**config.mk**
```make
export PLATFORM = sky130hd
export DESIGN_NAME = cgr_general_control
export DESIGN_NICKNAME = d
export VERILOG_FILES = /design/src/cgr_pkg.sv /design/src/cgr_general_control.sv
export SDC_FILE = /design/constraint.sdc
export NUM_CORES = 1
export LEC_CHECK = 0
export ABC_AREA = 1
export BUFFER_PORTS_ARGS = -buffer_cell sky130_fd_sc_hd__buf_4
export CELL_PAD_IN_SITES_DETAIL_PLACEMENT = 0
export CELL_PAD_IN_SITES_GLOBAL_PLACEMENT = 1
export CORE_UTILIZATION = 36
export CTS_CLUSTER_DIAMETER = 80
export CTS_CLUSTER_SIZE = 16
export DETAILED_ROUTE_END_ITERATION = 6
export PLACE_DENSITY = 0.8
export SLEW_MARGIN = 30
export SYNTH_ARGS = -nofsm -noshare
export SYNTH_HDL_FRONTEND = slang
export SYNTH_SLANG_ARGS = --single-unit
```
**constraint.sdc**
```tcl
create_clock -name clk -period 1.1 [get_ports clk]
set_input_delay 0.165 -clock clk [delete_from_list [all_inputs] [get_ports clk]]
set_output_delay 0.165 -clock clk [all_outputs]
set_load 0.05 [all_outputs]
```
**src/cgr_pkg.sv**
```systemverilog
// Package for the general-control register bank of the clock generator
package cgr_pkg;

  localparam int REG_AW = 6;
  localparam int REG_DW = 16;

  // Register offsets (word addresses on the serial register port)
  localparam logic [5:0] OFF_GENERAL_CONTROL = 6'h00;
  localparam logic [5:0] OFF_OUT2_RESERVED_A = 6'h29;
  localparam logic [5:0] OFF_OUT2_RESERVED_B = 6'h2a;
  localparam logic [5:0] OFF_OUT2_DIVIDER_MUX = 6'h2b;
  localparam logic [5:0] OFF_OUT2_SYNC_DELAY_BUFFER = 6'h2c;
  localparam logic [5:0] OFF_OUT2_GLITCHLESS_SPREAD = 6'h2d;
  localparam logic [5:0] OFF_OUT2_RESERVED_C = 6'h2e;
  localparam logic [5:0] OFF_OUT3_RESERVED_A = 6'h2f;
  localparam logic [5:0] OFF_OUT3_RESERVED_B = 6'h30;
  localparam logic [5:0] OFF_OUT3_DIVIDER_MUX = 6'h31;
  localparam logic [5:0] OFF_OUT3_SYNC_DELAY_BUFFER = 6'h32;
  localparam logic [5:0] OFF_OUT3_GLITCHLESS_SPREAD = 6'h33;
  localparam logic [5:0] OFF_OUT3_RESERVED_C = 6'h34;
  localparam logic [5:0] OFF_OUT4_RESERVED_A = 6'h35;
  localparam logic [5:0] OFF_OUT4_RESERVED_B = 6'h36;
  localparam logic [5:0] OFF_OUT4_DIVIDER_MUX = 6'h37;
  localparam logic [5:0] OFF_OUT4_SYNC_DELAY_BUFFER = 6'h38;
  localparam logic [5:0] OFF_OUT4_GLITCHLESS_SPREAD = 6'h39;
  localparam logic [5:0] OFF_OUT4_RESERVED_C = 6'h3a;
  localparam logic [5:0] OFF_ALL_OUTPUTS_DISTRIBUTION_BYPASS = 6'h3b;
  localparam logic [5:0] OFF_ALL_OUTPUTS_RESERVED_A = 6'h3c;
  localparam logic [5:0] OFF_ALL_OUTPUTS_RESERVED_D = 6'h3f;

  // Channel bank spans 0x29..0x3f
  localparam logic [5:0] OFF_CHAN_FIRST = OFF_OUT2_RESERVED_A;
  localparam logic [5:0] OFF_CHAN_LAST = OFF_ALL_OUTPUTS_RESERVED_D;
  localparam int CHAN_WORDS = 23;

  // General control field positions
  localparam int BIT_SLAVE_ADDRESS_LSB = 15;
  localparam int BIT_PIN_ZERO_FUNCTION_SELECT = 14;
  localparam int BIT_PIN_FOUR_DIRECTION = 13;
  localparam int BIT_PIN_ONE_DIRECTION = 12;
  localparam int BIT_PIN_ZERO_DIRECTION = 11;
  localparam int BIT_ZERO_DELAY_CLOCK_SELECT = 10;
  localparam int BIT_RESERVED_HI = 9;
  localparam int BIT_ZERO_DELAY_ENABLE = 8;
  localparam int BIT_RESERVED_LO = 7;
  localparam int BIT_LOCK_DETECT_RESET = 6;
  localparam int BIT_SYNC_PULSE = 5;
  localparam int BIT_RECALIBRATE = 4;
  localparam int BIT_SOFT_RESET_KIND = 3;
  localparam int BIT_SOFT_RESET = 2;
  localparam int BIT_POWER_DOWN = 1;
  localparam int BIT_PIN_MODE = 0;

  localparam logic [15:0] GENERAL_CONTROL_RESET = 16'h0000;
  localparam logic [15:0] CHAN_RESET = 16'h0000;
  // Self-clearing positions never hold a 1
  localparam logic [15:0] SELF_CLEAR_MASK = 16'h0034;

  // Register port request
  typedef struct packed {
    logic wr;
    logic rd;
    logic [5:0] addr;
    logic [15:0] wdata;
  } cgr_req_t;

  // EEPROM engine handshake for the slave address LSB
  typedef struct packed {
    logic commit;
    logic load;
    logic loaded_lsb;
  } cgr_eeprom_t;

  // Decoded controls to the analog and pin logic
  typedef struct packed {
    logic pin_zero_is_sync;
    logic pin_four_output;
    logic pin_one_output;
    logic pin_zero_output;
    logic zero_delay_enable;
    logic external_feedback;
    logic lock_detect_reset;
    logic soft_reset_kind;
    logic power_down;
    logic pin_mode;
  } cgr_ctrl_t;

endpackage

```
**src/cgr_general_control.sv**
```systemverilog
// General-control register bank with channel register storage
// Functional notes
// Commit stores bit 15 as address LSB; page load restores it into bit 15.
// Bit 14 chooses pin zero input: 0 reset input, 1 divider sync input.
// Bits 13, 12, 11 set directions of pins four, one, zero; 1 is output.
// Bit 8 enables zero-delay; bit 10 picks external feedback only then.
// Bit 6 holds the lock detector in reset while set.
// Writing 1 to bit 5 gives one sync pulse; writing 0 does nothing.
// Writing 1 to bit 4 restarts calibration from current codes.
// General control resets to zero; reserved bits 9 and 7 stay writable.
// Writing 1 to bit 2 gives one soft reset pulse; 0 does nothing.
// Bit 0 selects serial control (0) or pin output-enable mode (1).
// Self-clearing bits always read back as zero.
module cgr_general_control
  import cgr_pkg::*;
#(
  parameter int CHAN_N = cgr_pkg::CHAN_WORDS
) (
  input wire logic clk,
  input wire logic nrst,
  input wire cgr_pkg::cgr_req_t req,
  output logic [15:0] rdata,
  output logic rvalid,
  input wire cgr_pkg::cgr_eeprom_t eeprom,
  output logic slave_address_lsb,
  output cgr_pkg::cgr_ctrl_t ctrl,
  output logic sync_pulse,
  output logic recal_pulse,
  output logic soft_reset_pulse,
  output logic [15:0] chan_word [CHAN_N]
);
  import cgr_pkg::*;

  logic [15:0] gen;
  logic [15:0] next_gen;
  logic [15:0] chan [CHAN_N];
  logic [15:0] next_chan [CHAN_N];
  logic addr_lsb;
  logic next_addr_lsb;
  logic next_sync_pulse;
  logic next_recal_pulse;
  logic next_soft_reset_pulse;
  logic [15:0] next_rdata;
  logic next_rvalid;

  function automatic logic in_chan(input logic [5:0] a);
    return (a >= OFF_CHAN_FIRST) && (a <= OFF_CHAN_LAST);
  endfunction

  function automatic int chan_index(input logic [5:0] a);
    return int'(a - OFF_CHAN_FIRST);
  endfunction

  logic gen_wr;
  assign gen_wr = req.wr && (req.addr == OFF_GENERAL_CONTROL);

  always_comb begin
    next_gen = gen;
    next_addr_lsb = addr_lsb;
    next_chan = chan;
    if (gen_wr) begin
      // Pulse bits are never stored
      next_gen = req.wdata & ~SELF_CLEAR_MASK;
    end
    if (eeprom.commit) begin
      next_addr_lsb = next_gen[BIT_SLAVE_ADDRESS_LSB];
    end
    if (eeprom.load) begin
      // Load overrides a same-cycle host write of bit 15
      next_gen[BIT_SLAVE_ADDRESS_LSB] = eeprom.loaded_lsb;
      next_addr_lsb = eeprom.loaded_lsb;
    end
    if (req.wr && in_chan(req.addr)) begin
      next_chan[chan_index(req.addr)] = req.wdata;
    end
  end

  always_comb begin
    next_sync_pulse = gen_wr && req.wdata[BIT_SYNC_PULSE];
    next_recal_pulse = gen_wr && req.wdata[BIT_RECALIBRATE];
    next_soft_reset_pulse = gen_wr && req.wdata[BIT_SOFT_RESET];
  end

  always_comb begin
    next_rvalid = req.rd;
    next_rdata = 16'h0000;
    if (req.rd) begin
      if (req.addr == OFF_GENERAL_CONTROL) begin
        next_rdata = gen;
      end else if (in_chan(req.addr)) begin
        next_rdata = chan[chan_index(req.addr)];
      end
    end
  end

  always_ff @(posedge clk or negedge nrst) begin
    if (!nrst) begin
      gen <= GENERAL_CONTROL_RESET;
      addr_lsb <= 1'b0;
      for (int i = 0; i < CHAN_N; i++) begin
        chan[i] <= CHAN_RESET;
      end
      sync_pulse <= 1'b0;
      recal_pulse <= 1'b0;
      soft_reset_pulse <= 1'b0;
      rdata <= 16'h0000;
      rvalid <= 1'b0;
    end else begin
      gen <= next_gen;
      addr_lsb <= next_addr_lsb;
      chan <= next_chan;
      sync_pulse <= next_sync_pulse;
      recal_pulse <= next_recal_pulse;
      soft_reset_pulse <= next_soft_reset_pulse;
      rdata <= next_rdata;
      rvalid <= next_rvalid;
    end
  end

  assign slave_address_lsb = addr_lsb;
  assign chan_word = chan;

  always_comb begin
    ctrl.pin_zero_is_sync = gen[BIT_PIN_ZERO_FUNCTION_SELECT];
    ctrl.pin_four_output = gen[BIT_PIN_FOUR_DIRECTION];
    ctrl.pin_one_output = gen[BIT_PIN_ONE_DIRECTION];
    ctrl.pin_zero_output = gen[BIT_PIN_ZERO_DIRECTION];
    ctrl.zero_delay_enable = gen[BIT_ZERO_DELAY_ENABLE];
    ctrl.external_feedback = gen[BIT_ZERO_DELAY_ENABLE]
      & gen[BIT_ZERO_DELAY_CLOCK_SELECT];
    ctrl.lock_detect_reset = gen[BIT_LOCK_DETECT_RESET];
    ctrl.soft_reset_kind = gen[BIT_SOFT_RESET_KIND];
    ctrl.power_down = gen[BIT_POWER_DOWN];
    ctrl.pin_mode = gen[BIT_PIN_MODE];
  end

endmodule

```
---- Yosys cells after proc, flatten, opt, wreduce, memory -nomap -nowiden ----
Cells that the tools add are included.
word-level totals
  register bits ........................... 402
  latch bits .............................. 0
  bits in writable memories ............... 0
  memory bits (read-only) ................. 0
  input bits .............................. 29
  output and inout port bits .............. 399
  memories ................................ 0
cells by class
  add/subtract/negate cells ............... 1
  $mul .................................... 0
  divide/modulo/power cells ............... 0
  $lt $le $gt $ge ......................... 4
  equality and inequality tests ........... 0
  shift operators ......................... 0
  muxes and demuxes ....................... 13
  bitwise logic cells ..................... 2
  reductions and logical operators ........ 9
operators with widths
  operator                                                count
  bitwise mux 368 bit                                     1
  2-to-1 mux 16 bit                                       7
  binary-select mux 16 bit (select 5 bit)                 1
  demux 16 bit (select 5 bit)                             1
  >= comparator 32 x 6 -> 1 bit (second input constant)   1
  < comparator 32 x 1 -> 1 bit (second input constant)    1
  inverter 32 bit                                         1
  logical AND 1 bit                                       7
  subtractor 6 x 6 -> 7 bit (second input constant)       1
  >= comparator 6 bit (second input constant)             1
  less-or-equal comparator 6 bit (second input constant)  1
  zero test 6 bit                                         1
  2-to-1 mux 1 bit                                        3
  nonzero test 2 bit                                      1
  AND 1 bit                                               1

---- Longest topological paths before layout ----
Gate-level depths: netlist (run 1).
  depth in word-level cells ............... 8
  mapped depth ............................ 19
  mapped depth without buffers ............ 13

---- Worst setup path before layout (run 1) ----
No wires, ideal clock.
  kind .................................... in2reg
  from .................................... in req[16] (netlist name)
  to ...................................... reg rdata[11]
  setup time .............................. 0.132 ns
  arrival time ............................ 2.487 ns
  setup slack ............................. -1.519 ns
  cell stages on the path ................. 18
  path buffers ............................ 6
  path through ............................ buf_4 inv_2 clkbuf_1 buf_2 buf_2 ha_1 inv_1 clkbuf_1 clkbuf_1 nand3_1 nand2_1 nand2_1 nand2_1 nand2_1 nand3_1 nor2_1 nor2_1 nor2_1
on the way
  cells in the longest elaborated chain, start to end .. 8
RTL lines
  element                                               RTL line                    source
  from (decl)                                           cgr_general_control.sv:21   input wire cgr_pkg::cgr_req_t req,
  subtractor 6 x 6 -> 7 bit                             cgr_general_control.sv:51   return int'(a - OFF_CHAN_FIRST);
  inverter 32 bit (implied by the code)                 cgr_general_control.sv:91   next_rdata = chan[chan_index(req.addr)];
  binary-select mux 16 bit (select 5 bit)               cgr_general_control.sv:91
  2-to-1 mux 16 bit (implied by the code) (2 in a row)  cgr_general_control.sv:91
  2-to-1 mux 16 bit                                     cgr_general_control.sv:90   end else if (in_chan(req.addr)) begin
  2-to-1 mux 16 bit *                                   cgr_general_control.sv:88   if (req.addr == OFF_GENERAL_CONTROL) begin
  2-to-1 mux 16 bit *                                   cgr_general_control.sv:87   if (req.rd) begin
  net next_rdata[11]                                    cgr_general_control.sv:43   logic [15:0] next_rdata;
  to (signal assigned)                                  cgr_general_control.sv:115  rdata <= next_rdata;
  to (decl)                                             cgr_general_control.sv:22   output logic [15:0] rdata,
Mark *: on every way through the listed nets, which the timed path passes. The rest lies on a longest branch. The select of a mux whose other input is x is not followed.
A chain may end at the register's enable or synchronous reset.

---- Worst setup path after layout (run 1) ----
  from .................................... reg chan (netlist bit chan_word[301])
  to ...................................... reg rdata[13]
on the way
  cells in the longest elaborated chain, start to end .. 6
RTL lines
  element                                               RTL line                    source
  from (decl)                                           cgr_general_control.sv:36   logic [15:0] chan [CHAN_N];
  from (signal assigned)                                cgr_general_control.sv:111  chan <= next_chan;
  binary-select mux 16 bit (select 5 bit)               cgr_general_control.sv:91
  2-to-1 mux 16 bit (implied by the code) (2 in a row)  cgr_general_control.sv:91
  2-to-1 mux 16 bit                                     cgr_general_control.sv:90
  2-to-1 mux 16 bit                                     cgr_general_control.sv:88
  2-to-1 mux 16 bit                                     cgr_general_control.sv:87
  net next_rdata[13]                                    cgr_general_control.sv:43
The timed path passes the listed nets, and every way through them passes these cells. The select of a mux whose other input is x is not followed.

==> reports/qor.csv, run 1 <==
metric,value,unit
status,"complete, but fails checks",
failing checks,"DRC, setup timing",
synth cell count leaders,"nand2_1, dfrtp_1, nand3_1",
Die Y,234,um
Syn Area/Cell,7.51,um^2
CP endpoint,rdata[13]$_DFF_PN0_,
Wirelength per Cell,27.1,um
Layout Skew,0.0145,ns
Synth Instances,2568,
"flops & latches, synth",402,
share of layout cells above drive strength 1,54.1,%
CP max FO,2,
Slew HR,63.8,%
max-slew violations,0,
crit path capture type,flop,
initial detailed-routing violation count,3160,
aggregate routed wire length,123000,um
Crit Reg-Reg Endpoint,rdata[13]$_DFF_PN0_,
Overall Power,0.0416,W
Crit Path Category,reg -> reg,
clk_lat worst skew,0.62,ns
Syn Nets,2602,
Core Box Area,52800,um^2
total track usage,38.8,%
IO Count,428,
Setup Viol. Count Final,793,
"Distinct cells, synth",23,
Most used DFF post-synth,dfrtp_1,
area growth from synthesis to layout,113,%
hold path depth,4,
largest net degree at the start of global routing,71,
Least-Margin Pin Slew,0.544,ns
total gr overflow,0,
Initial Utilization,36.6,%
final worst setup slack,-0.454,ns
CTS tree,built,
r2r setup slk,-0.45,ns
Placer Congestion,0.966,
via count,26100,
"EDFF count, synth",0,
Synth Warn #,0,
drt pass-1 iters,7,
largest area contributor in the netlist,dfrtp_1,
clock root cell,clkbuf_16,
"Core Util, Final",77.8,%
DRC,113,
"Data required, critical path",1.58,ns
post-synth top area share,52.1,%
RSZ-0062 raised after global routing,yes,
Worst-path clk slew,0.08,ns
clk sinks,402,
leak pwr,19.9,nW
Port Buf Inserts,427,
Std-Cell Rows,84,
multi-input logic area,11200,um^2
R2R cell count,11,
DRT antenna net count,0,
Setup crit start,chan_word[301]$_DFFE_PN0P_,
worst vdd ir,1250,uV
# fillers,3170,
startpoint type of the worst setup path,flop,
Max Root-Sink Buffers,3,
critical path arrival,2.03,ns
Die Area,54500,um^2
drt via density,5.75,
vias in the first global route,24000,
largest cells by area after synthesis,"dfrtp_1, nand2_1, nand3_1",
post-layout minimum cycle time,1.55,ns
fraction of registers with async set/reset,100,%
worst hold path type,in -> reg,
"count leader, synth",nand2_1,
FF-to-FF Start,chan_word[301]$_DFFE_PN0P_,
post-synthesis sequential area ratio,52.1,%
Mapped Area,19300,um^2
final worst-path cycle share,141,%
Max Fclk,644,MHz
first-pass GRT wire length,155000,um
DP Cell Count,4063,
max cap viols,0,
dpl hpwl,71700,um
hold_sp,req[7],
Die Width,234,um
Sequential Area,10100,um^2
PD cells,1010,nW/um^2
initial antenna violation count,6,
Layout Cells excl Fill,4530,
Num CTS Buffers,30,
CTS H-tree lvls,1,
final hold viol count,0,
layout net count,3868,
## registers in the layout, indices dropped and copies added, names as in the netlist
| name | count |
|---|---|
| soft_reset_pulse | 1 |
| sync_pulse | 1 |
| slave_address_lsb | 1 |
| gen | 13 |
| rdata | 16 |
| chan_word | 368 |
| rvalid | 1 |
| recal_pulse | 1 |
## per-stage QoR
stage / cell area [um^2] / hold slack [ns] / setup TNS [ns] / setup WS (ns)
3_5_place_dp: 28300 / 0.222 / -356.08 / -1.02
6_report: 41000 / 0.0179 / -246.15 / -0.454
4_1_cts: 37100 / 0.000812 / -177.29 / -0.386
3_3_place_gp: 28300 / 0.221 / -341.98 / -1.01
2_1_floorplan: 20300 / -0.131 / -360.36 / -0.978
5_1_grt: 41000 / 0.0156 / -261.95 / -0.471
## worst min path at each step
stage                            endpoint  slack (ns)
6_report       chan_word[359]$_DFFE_PN0P_        0.02
3_5_place_dp           gen[7]$_DFFE_PN0P_        0.22
2_1_floorplan    chan_word[0]$_DFFE_PN0P_       -0.13
5_1_grt        chan_word[359]$_DFFE_PN0P_        0.02
4_1_cts        chan_word[295]$_DFFE_PN0P_      0.0008
3_3_place_gp    chan_word[92]$_DFFE_PN0P_        0.22
## kinds of logic after synthesis
family                   after synthesis  synth area share (%)
AND/OR/NAND/NOR                     1616                  34.4
flip-flops                           402                  52.1
buffers and inverters                295                  6.30
AO/OA/AOI/OAI                        250                  6.87
adder cells (fa/ha/maj)                5                 0.324
## per-layer routing
layer  wire [um]  vias to the layer above  track usage, %  share of wire (%)
li1            -                    10800               -                  -
met1       42500                    12700            49.6                 35
met2       55400                     1961            61.5                 45
met3       13400                      603            6.20                 11
met4       11300                        6            24.2                9.2
met5          29                        -               0              0.024
## power breakdown
group	switching, W	internal [W]	total (W)	leakage, nW
Sequential	0.000580	0.0154	0.0160	5.55
Clock	0.00591	0.00547	0.0114	0.432
Combinational	0.00821	0.00599	0.0142	13.9
Total	0.0147	0.0269	0.0416	19.9
## cells in the final DEF, fill, tap and decap left out, types with 19 or more instances in the layout
cell and n:
nand2_4 97, nand4_1 19, buf_16 20, nand2_2 198, buf_12 136, o21ai_0 50
o21ai_1 91, dfrtp_1 396, buf_8 367, inv_1 66, nand3_1 224, clkbuf_16 54
buf_4 440, buf_6 435, nand3_2 132, nor2_1 61, o21ai_2 61, nand2_1 812
nand2_8 33
## critical path, cell delays in order (launching register included)
cell     delay (ns)
dfrtp_1        0.40
buf_4          0.14
nand2_1        0.11
nand3_2        0.10
nand2_2        0.11
nand2_1        0.08
nand2_2        0.09
nand2_1        0.06
nand2_1        0.08
nand2_2        0.09
nand2_2        0.10
a21oi_2        0.05
## cell type report
class                      count  area share, %
timing repair buffer        1434           43.2
multi-input combinational   1882           27.2
sequential                   402           24.5
tap                          688           2.10
clock buffer                  34           1.99
inverter                      84          0.863
clock inverter                 4          0.134
antenna                        2         0.0122
## what timing repair did
item	4_1_cts	5_1_grt
gates resized for setup	1422	656
endpoints found under the hold margin	423	0
hold buffers	11	0
setup endpoints to repair	800	800
gates cloned	28	32
setup buffers	228	155
pin swaps	123	170
No activity file was read; power rests on OpenSTA's default activity.
==> run 2: changes to the inputs <==
--- a/config.mk
+++ b/config.mk
@@ -9,6 +9,7 @@
 export BUFFER_PORTS_ARGS = -buffer_cell sky130_fd_sc_hd__buf_4
 export CELL_PAD_IN_SITES_DETAIL_PLACEMENT = 0
 export CELL_PAD_IN_SITES_GLOBAL_PLACEMENT = 1
+export CORE_ASPECT_RATIO = 1.2
 export CORE_UTILIZATION = 36
 export CTS_CLUSTER_DIAMETER = 80
 export CTS_CLUSTER_SIZE = 16
==> reports/qor.csv, run 2 (same netlist as run 1, synthesis figures left out) <==
metric,value,unit,change
largest net degree at the start of global routing,53,,-25%
internal power,0.0265,W,-1.6%
CP max stage delay,0.42,ns,+0.02 ns
total gr overflow,0,,unchanged
Worst-path clk slew,0.08,ns,about the same
IO Count,428,,unchanged
PD cells,1030,nW/um^2,+1.4%
P_sw,0.0143,W,-2.6%
Layout Skew,0.0200,ns,+0.00544 ns
Net Sw Frac,35.1,%,-0.23 points
dpl hpwl,72100,um,+0.51%
Sequential Power Share,39.2,%,+0.7 points
drt via density,5.62,,-2.3%
setup TNS,-209.73,ns,+36.42 ns
clock root cell,clkbuf_16,,
failing checks,setup timing,,
Max Root-Sink Buffers,3,,unchanged
Die Y,256,um,+9.5%
clk sinks,402,,unchanged
crit path cell chain,"buf_4, nand2_1, nand3_1, nand2_1, nand4_1, nand2_2, nor2_4, nor2_1, nor2_1",,
status,"complete, but fails checks",,
Slew HR,61.9,%,-1.9 points
critical path's top delay family,simple AND/OR/NAND/NOR gates,,
clk_lat worst skew,0.61,ns,about the same
final worst-path cycle share,143,%,+2.2 points
leak pwr,19.8,nW,-0.49%
initial detailed-routing violation count,2903,,-8.1%
max FFs per register,368,,unchanged
"Data required, critical path",1.58,ns,about the same
final worst setup slack,-0.478,ns,-0.0243 ns
Least-Margin Pin Slew,0.571,ns,+0.0274 ns
aggregate routed wire length,117000,um,-4.2%
Wirelength per Cell,25.8,um,-4.5%
Sequential Area,10100,um^2,unchanged
"commonest non-fill, non-tap cell in the layout",nand2_1,,
DRT antenna net count,0,,unchanged
DP Cell Count,4085,,+0.54%
Max Fclk,634,MHz,-1.5%
Initial Utilization,36.6,%,about the same
area growth from synthesis to layout,106,%,
worst vdd ir,1120,uV,-11%
CTS H-tree lvls,1,,unchanged
worst hold path type,in -> reg,,
Port Buf Inserts,427,,unchanged
slowest cell on the critical path,dfrtp_1,,
total track usage,39.4,%,+0.53 points
share of layout cells above drive strength 1,51.4,%,-2.7 points
CTS tree,built,,
Die Width,213,um,-8.6%
DRC,0,,-100%
Setup Viol. Count Final,783,,-1.3%
CP max FO,2,,unchanged
Num CTS Buffers,30,,unchanged
max-slew violations,0,,unchanged
clock network power share,26.7,%,-0.6 points
pre-CTS WS,-1.04,ns,-0.0184 ns
"commonest non-fill, non-tap cells in the layout","nand2_1, buf_4, buf_6, dfrtp_1, buf_8",,
multi-input logic area,10400,um^2,-7.0%
startpoint type of the worst setup path,flop,,
initial antenna violation count,2,,-4
Die Area,54500,um^2,about the same
layout net count,3865,,-0.078%
first-pass GRT wire length,158000,um,+1.7%
worst path bufs/invs,1,,unchanged
Placer Congestion,0.966,,about the same
Crit Path Category,reg -> reg,,
critical path arrival,2.05,ns,+0.02 ns
Layout Cells excl Fill,4544,,+0.31%
DP Area,28400,um^2,+0.39%
vias in the first global route,24700,,+3.0%
max cap viols,0,,unchanged
Logic pwr share,34.0,%,about the same
RSZ-0062 raised after global routing,yes,,
# fillers,3448,,+8.8%
drt pass-1 iters,6,,-1
via count,25500,,-2.0%
post-layout minimum cycle time,1.58,ns,+0.0243 ns
post-route cell area,39700,um^2,-3.3%
Std-Cell Rows,92,,+9.5%
Core Box Area,52700,um^2,about the same
crit path capture type,flop,,
final hold viol count,0,,unchanged
run 2: changes by cell type in the layout (fill, tap and decap cells not counted), sizes merged, moves of 5 or more:
cell    delta
buf       +14
clkbuf    -14
bufbuf     +5
nand2      -7
run 2: timing repair:
item | 4_1_cts | 5_1_grt
endpoints found under the setup margin | 783 | 789
buffers inserted | 235 | 146
resized for setup | 1471 | 362
pin swaps | 102 | 124
gates cloned | 24 | 14
hold buffers | 10 | 0
endpoints found under the hold margin | 423 | 0
run 2: per-layer routing:
| layer | share of wire [%] | routed length [um] | global-route usage (%) |
|---|---|---|---|
| met1 | 36 | 41700 | 49.2 |
| met5 | 0 | 0 | 0 |
| met2 | 46 | 53500 | 61.0 |
| met3 | 10 | 11700 | 6.50 |
| met4 | 8.9 | 10400 | 29.0 |
run 2: final timing paths:
kind                                            start                         end  slack (ns)  cells after the start
setup / recovery           chan_word[138]$_DFFE_PN0P_         rdata[10]$_DFF_PN0_       -0.48                      9
hold / removal                                 req[2]   chan_word[34]$_DFFE_PN0P_        0.04                      4
hold reg to reg                    gen[7]$_DFFE_PN0P_          gen[7]$_DFFE_PN0P_        0.50                      2
max in group asynchronous                        nrst          rdata[3]$_DFF_PN0_        0.42                      4
setup reg to reg           chan_word[138]$_DFFE_PN0P_         rdata[10]$_DFF_PN0_       -0.48                      9
min in group asynchronous                        nrst  chan_word[273]$_DFFE_PN0P_        0.15                      3
run 2: power groups by stage:
stage               Combinational (W)  Sequential [W]  Clock [W]
detailed placement            0.00991          0.0161          0
finish                         0.0139          0.0160     0.0109
floorplan                     0.00286          0.0183          0
CTS                            0.0126          0.0159     0.0109
global placement              0.00986          0.0161          0
global route                   0.0143          0.0160     0.0114
run 2: cell type report:
class / count / area share [%]
Clock inverter: 3 / 0.0820
Tap cell: 705 / 2.22
Multi-Input combinational cell: 1875 / 26.2
Antenna cell: 3 / 0.0189
Inverter: 84 / 0.873
Sequential cell: 402 / 25.4
Timing Repair Buffer: 1438 / 43.2
Clock buffer: 34 / 2.03
run 2: worst min-delay path, cell delays in order:
cell and delay (ns):
buf_4 0.14, buf_4 0.19, nand3_2 0.08, nand2_1 0.04
run 2: per-stage QoR:
step	utilization (%)	hold slack, ns	total power, W
2_1_floorplan	-	-0.131	0.0212
3_3_place_gp	53.8	0.197	0.0260
3_5_place_dp	53.8	0.189	0.0261
4_1_cts	70.2	0.00581	0.0394
5_1_grt	75.3	0.0256	0.0417
6_report	75.3	0.0394	0.0408
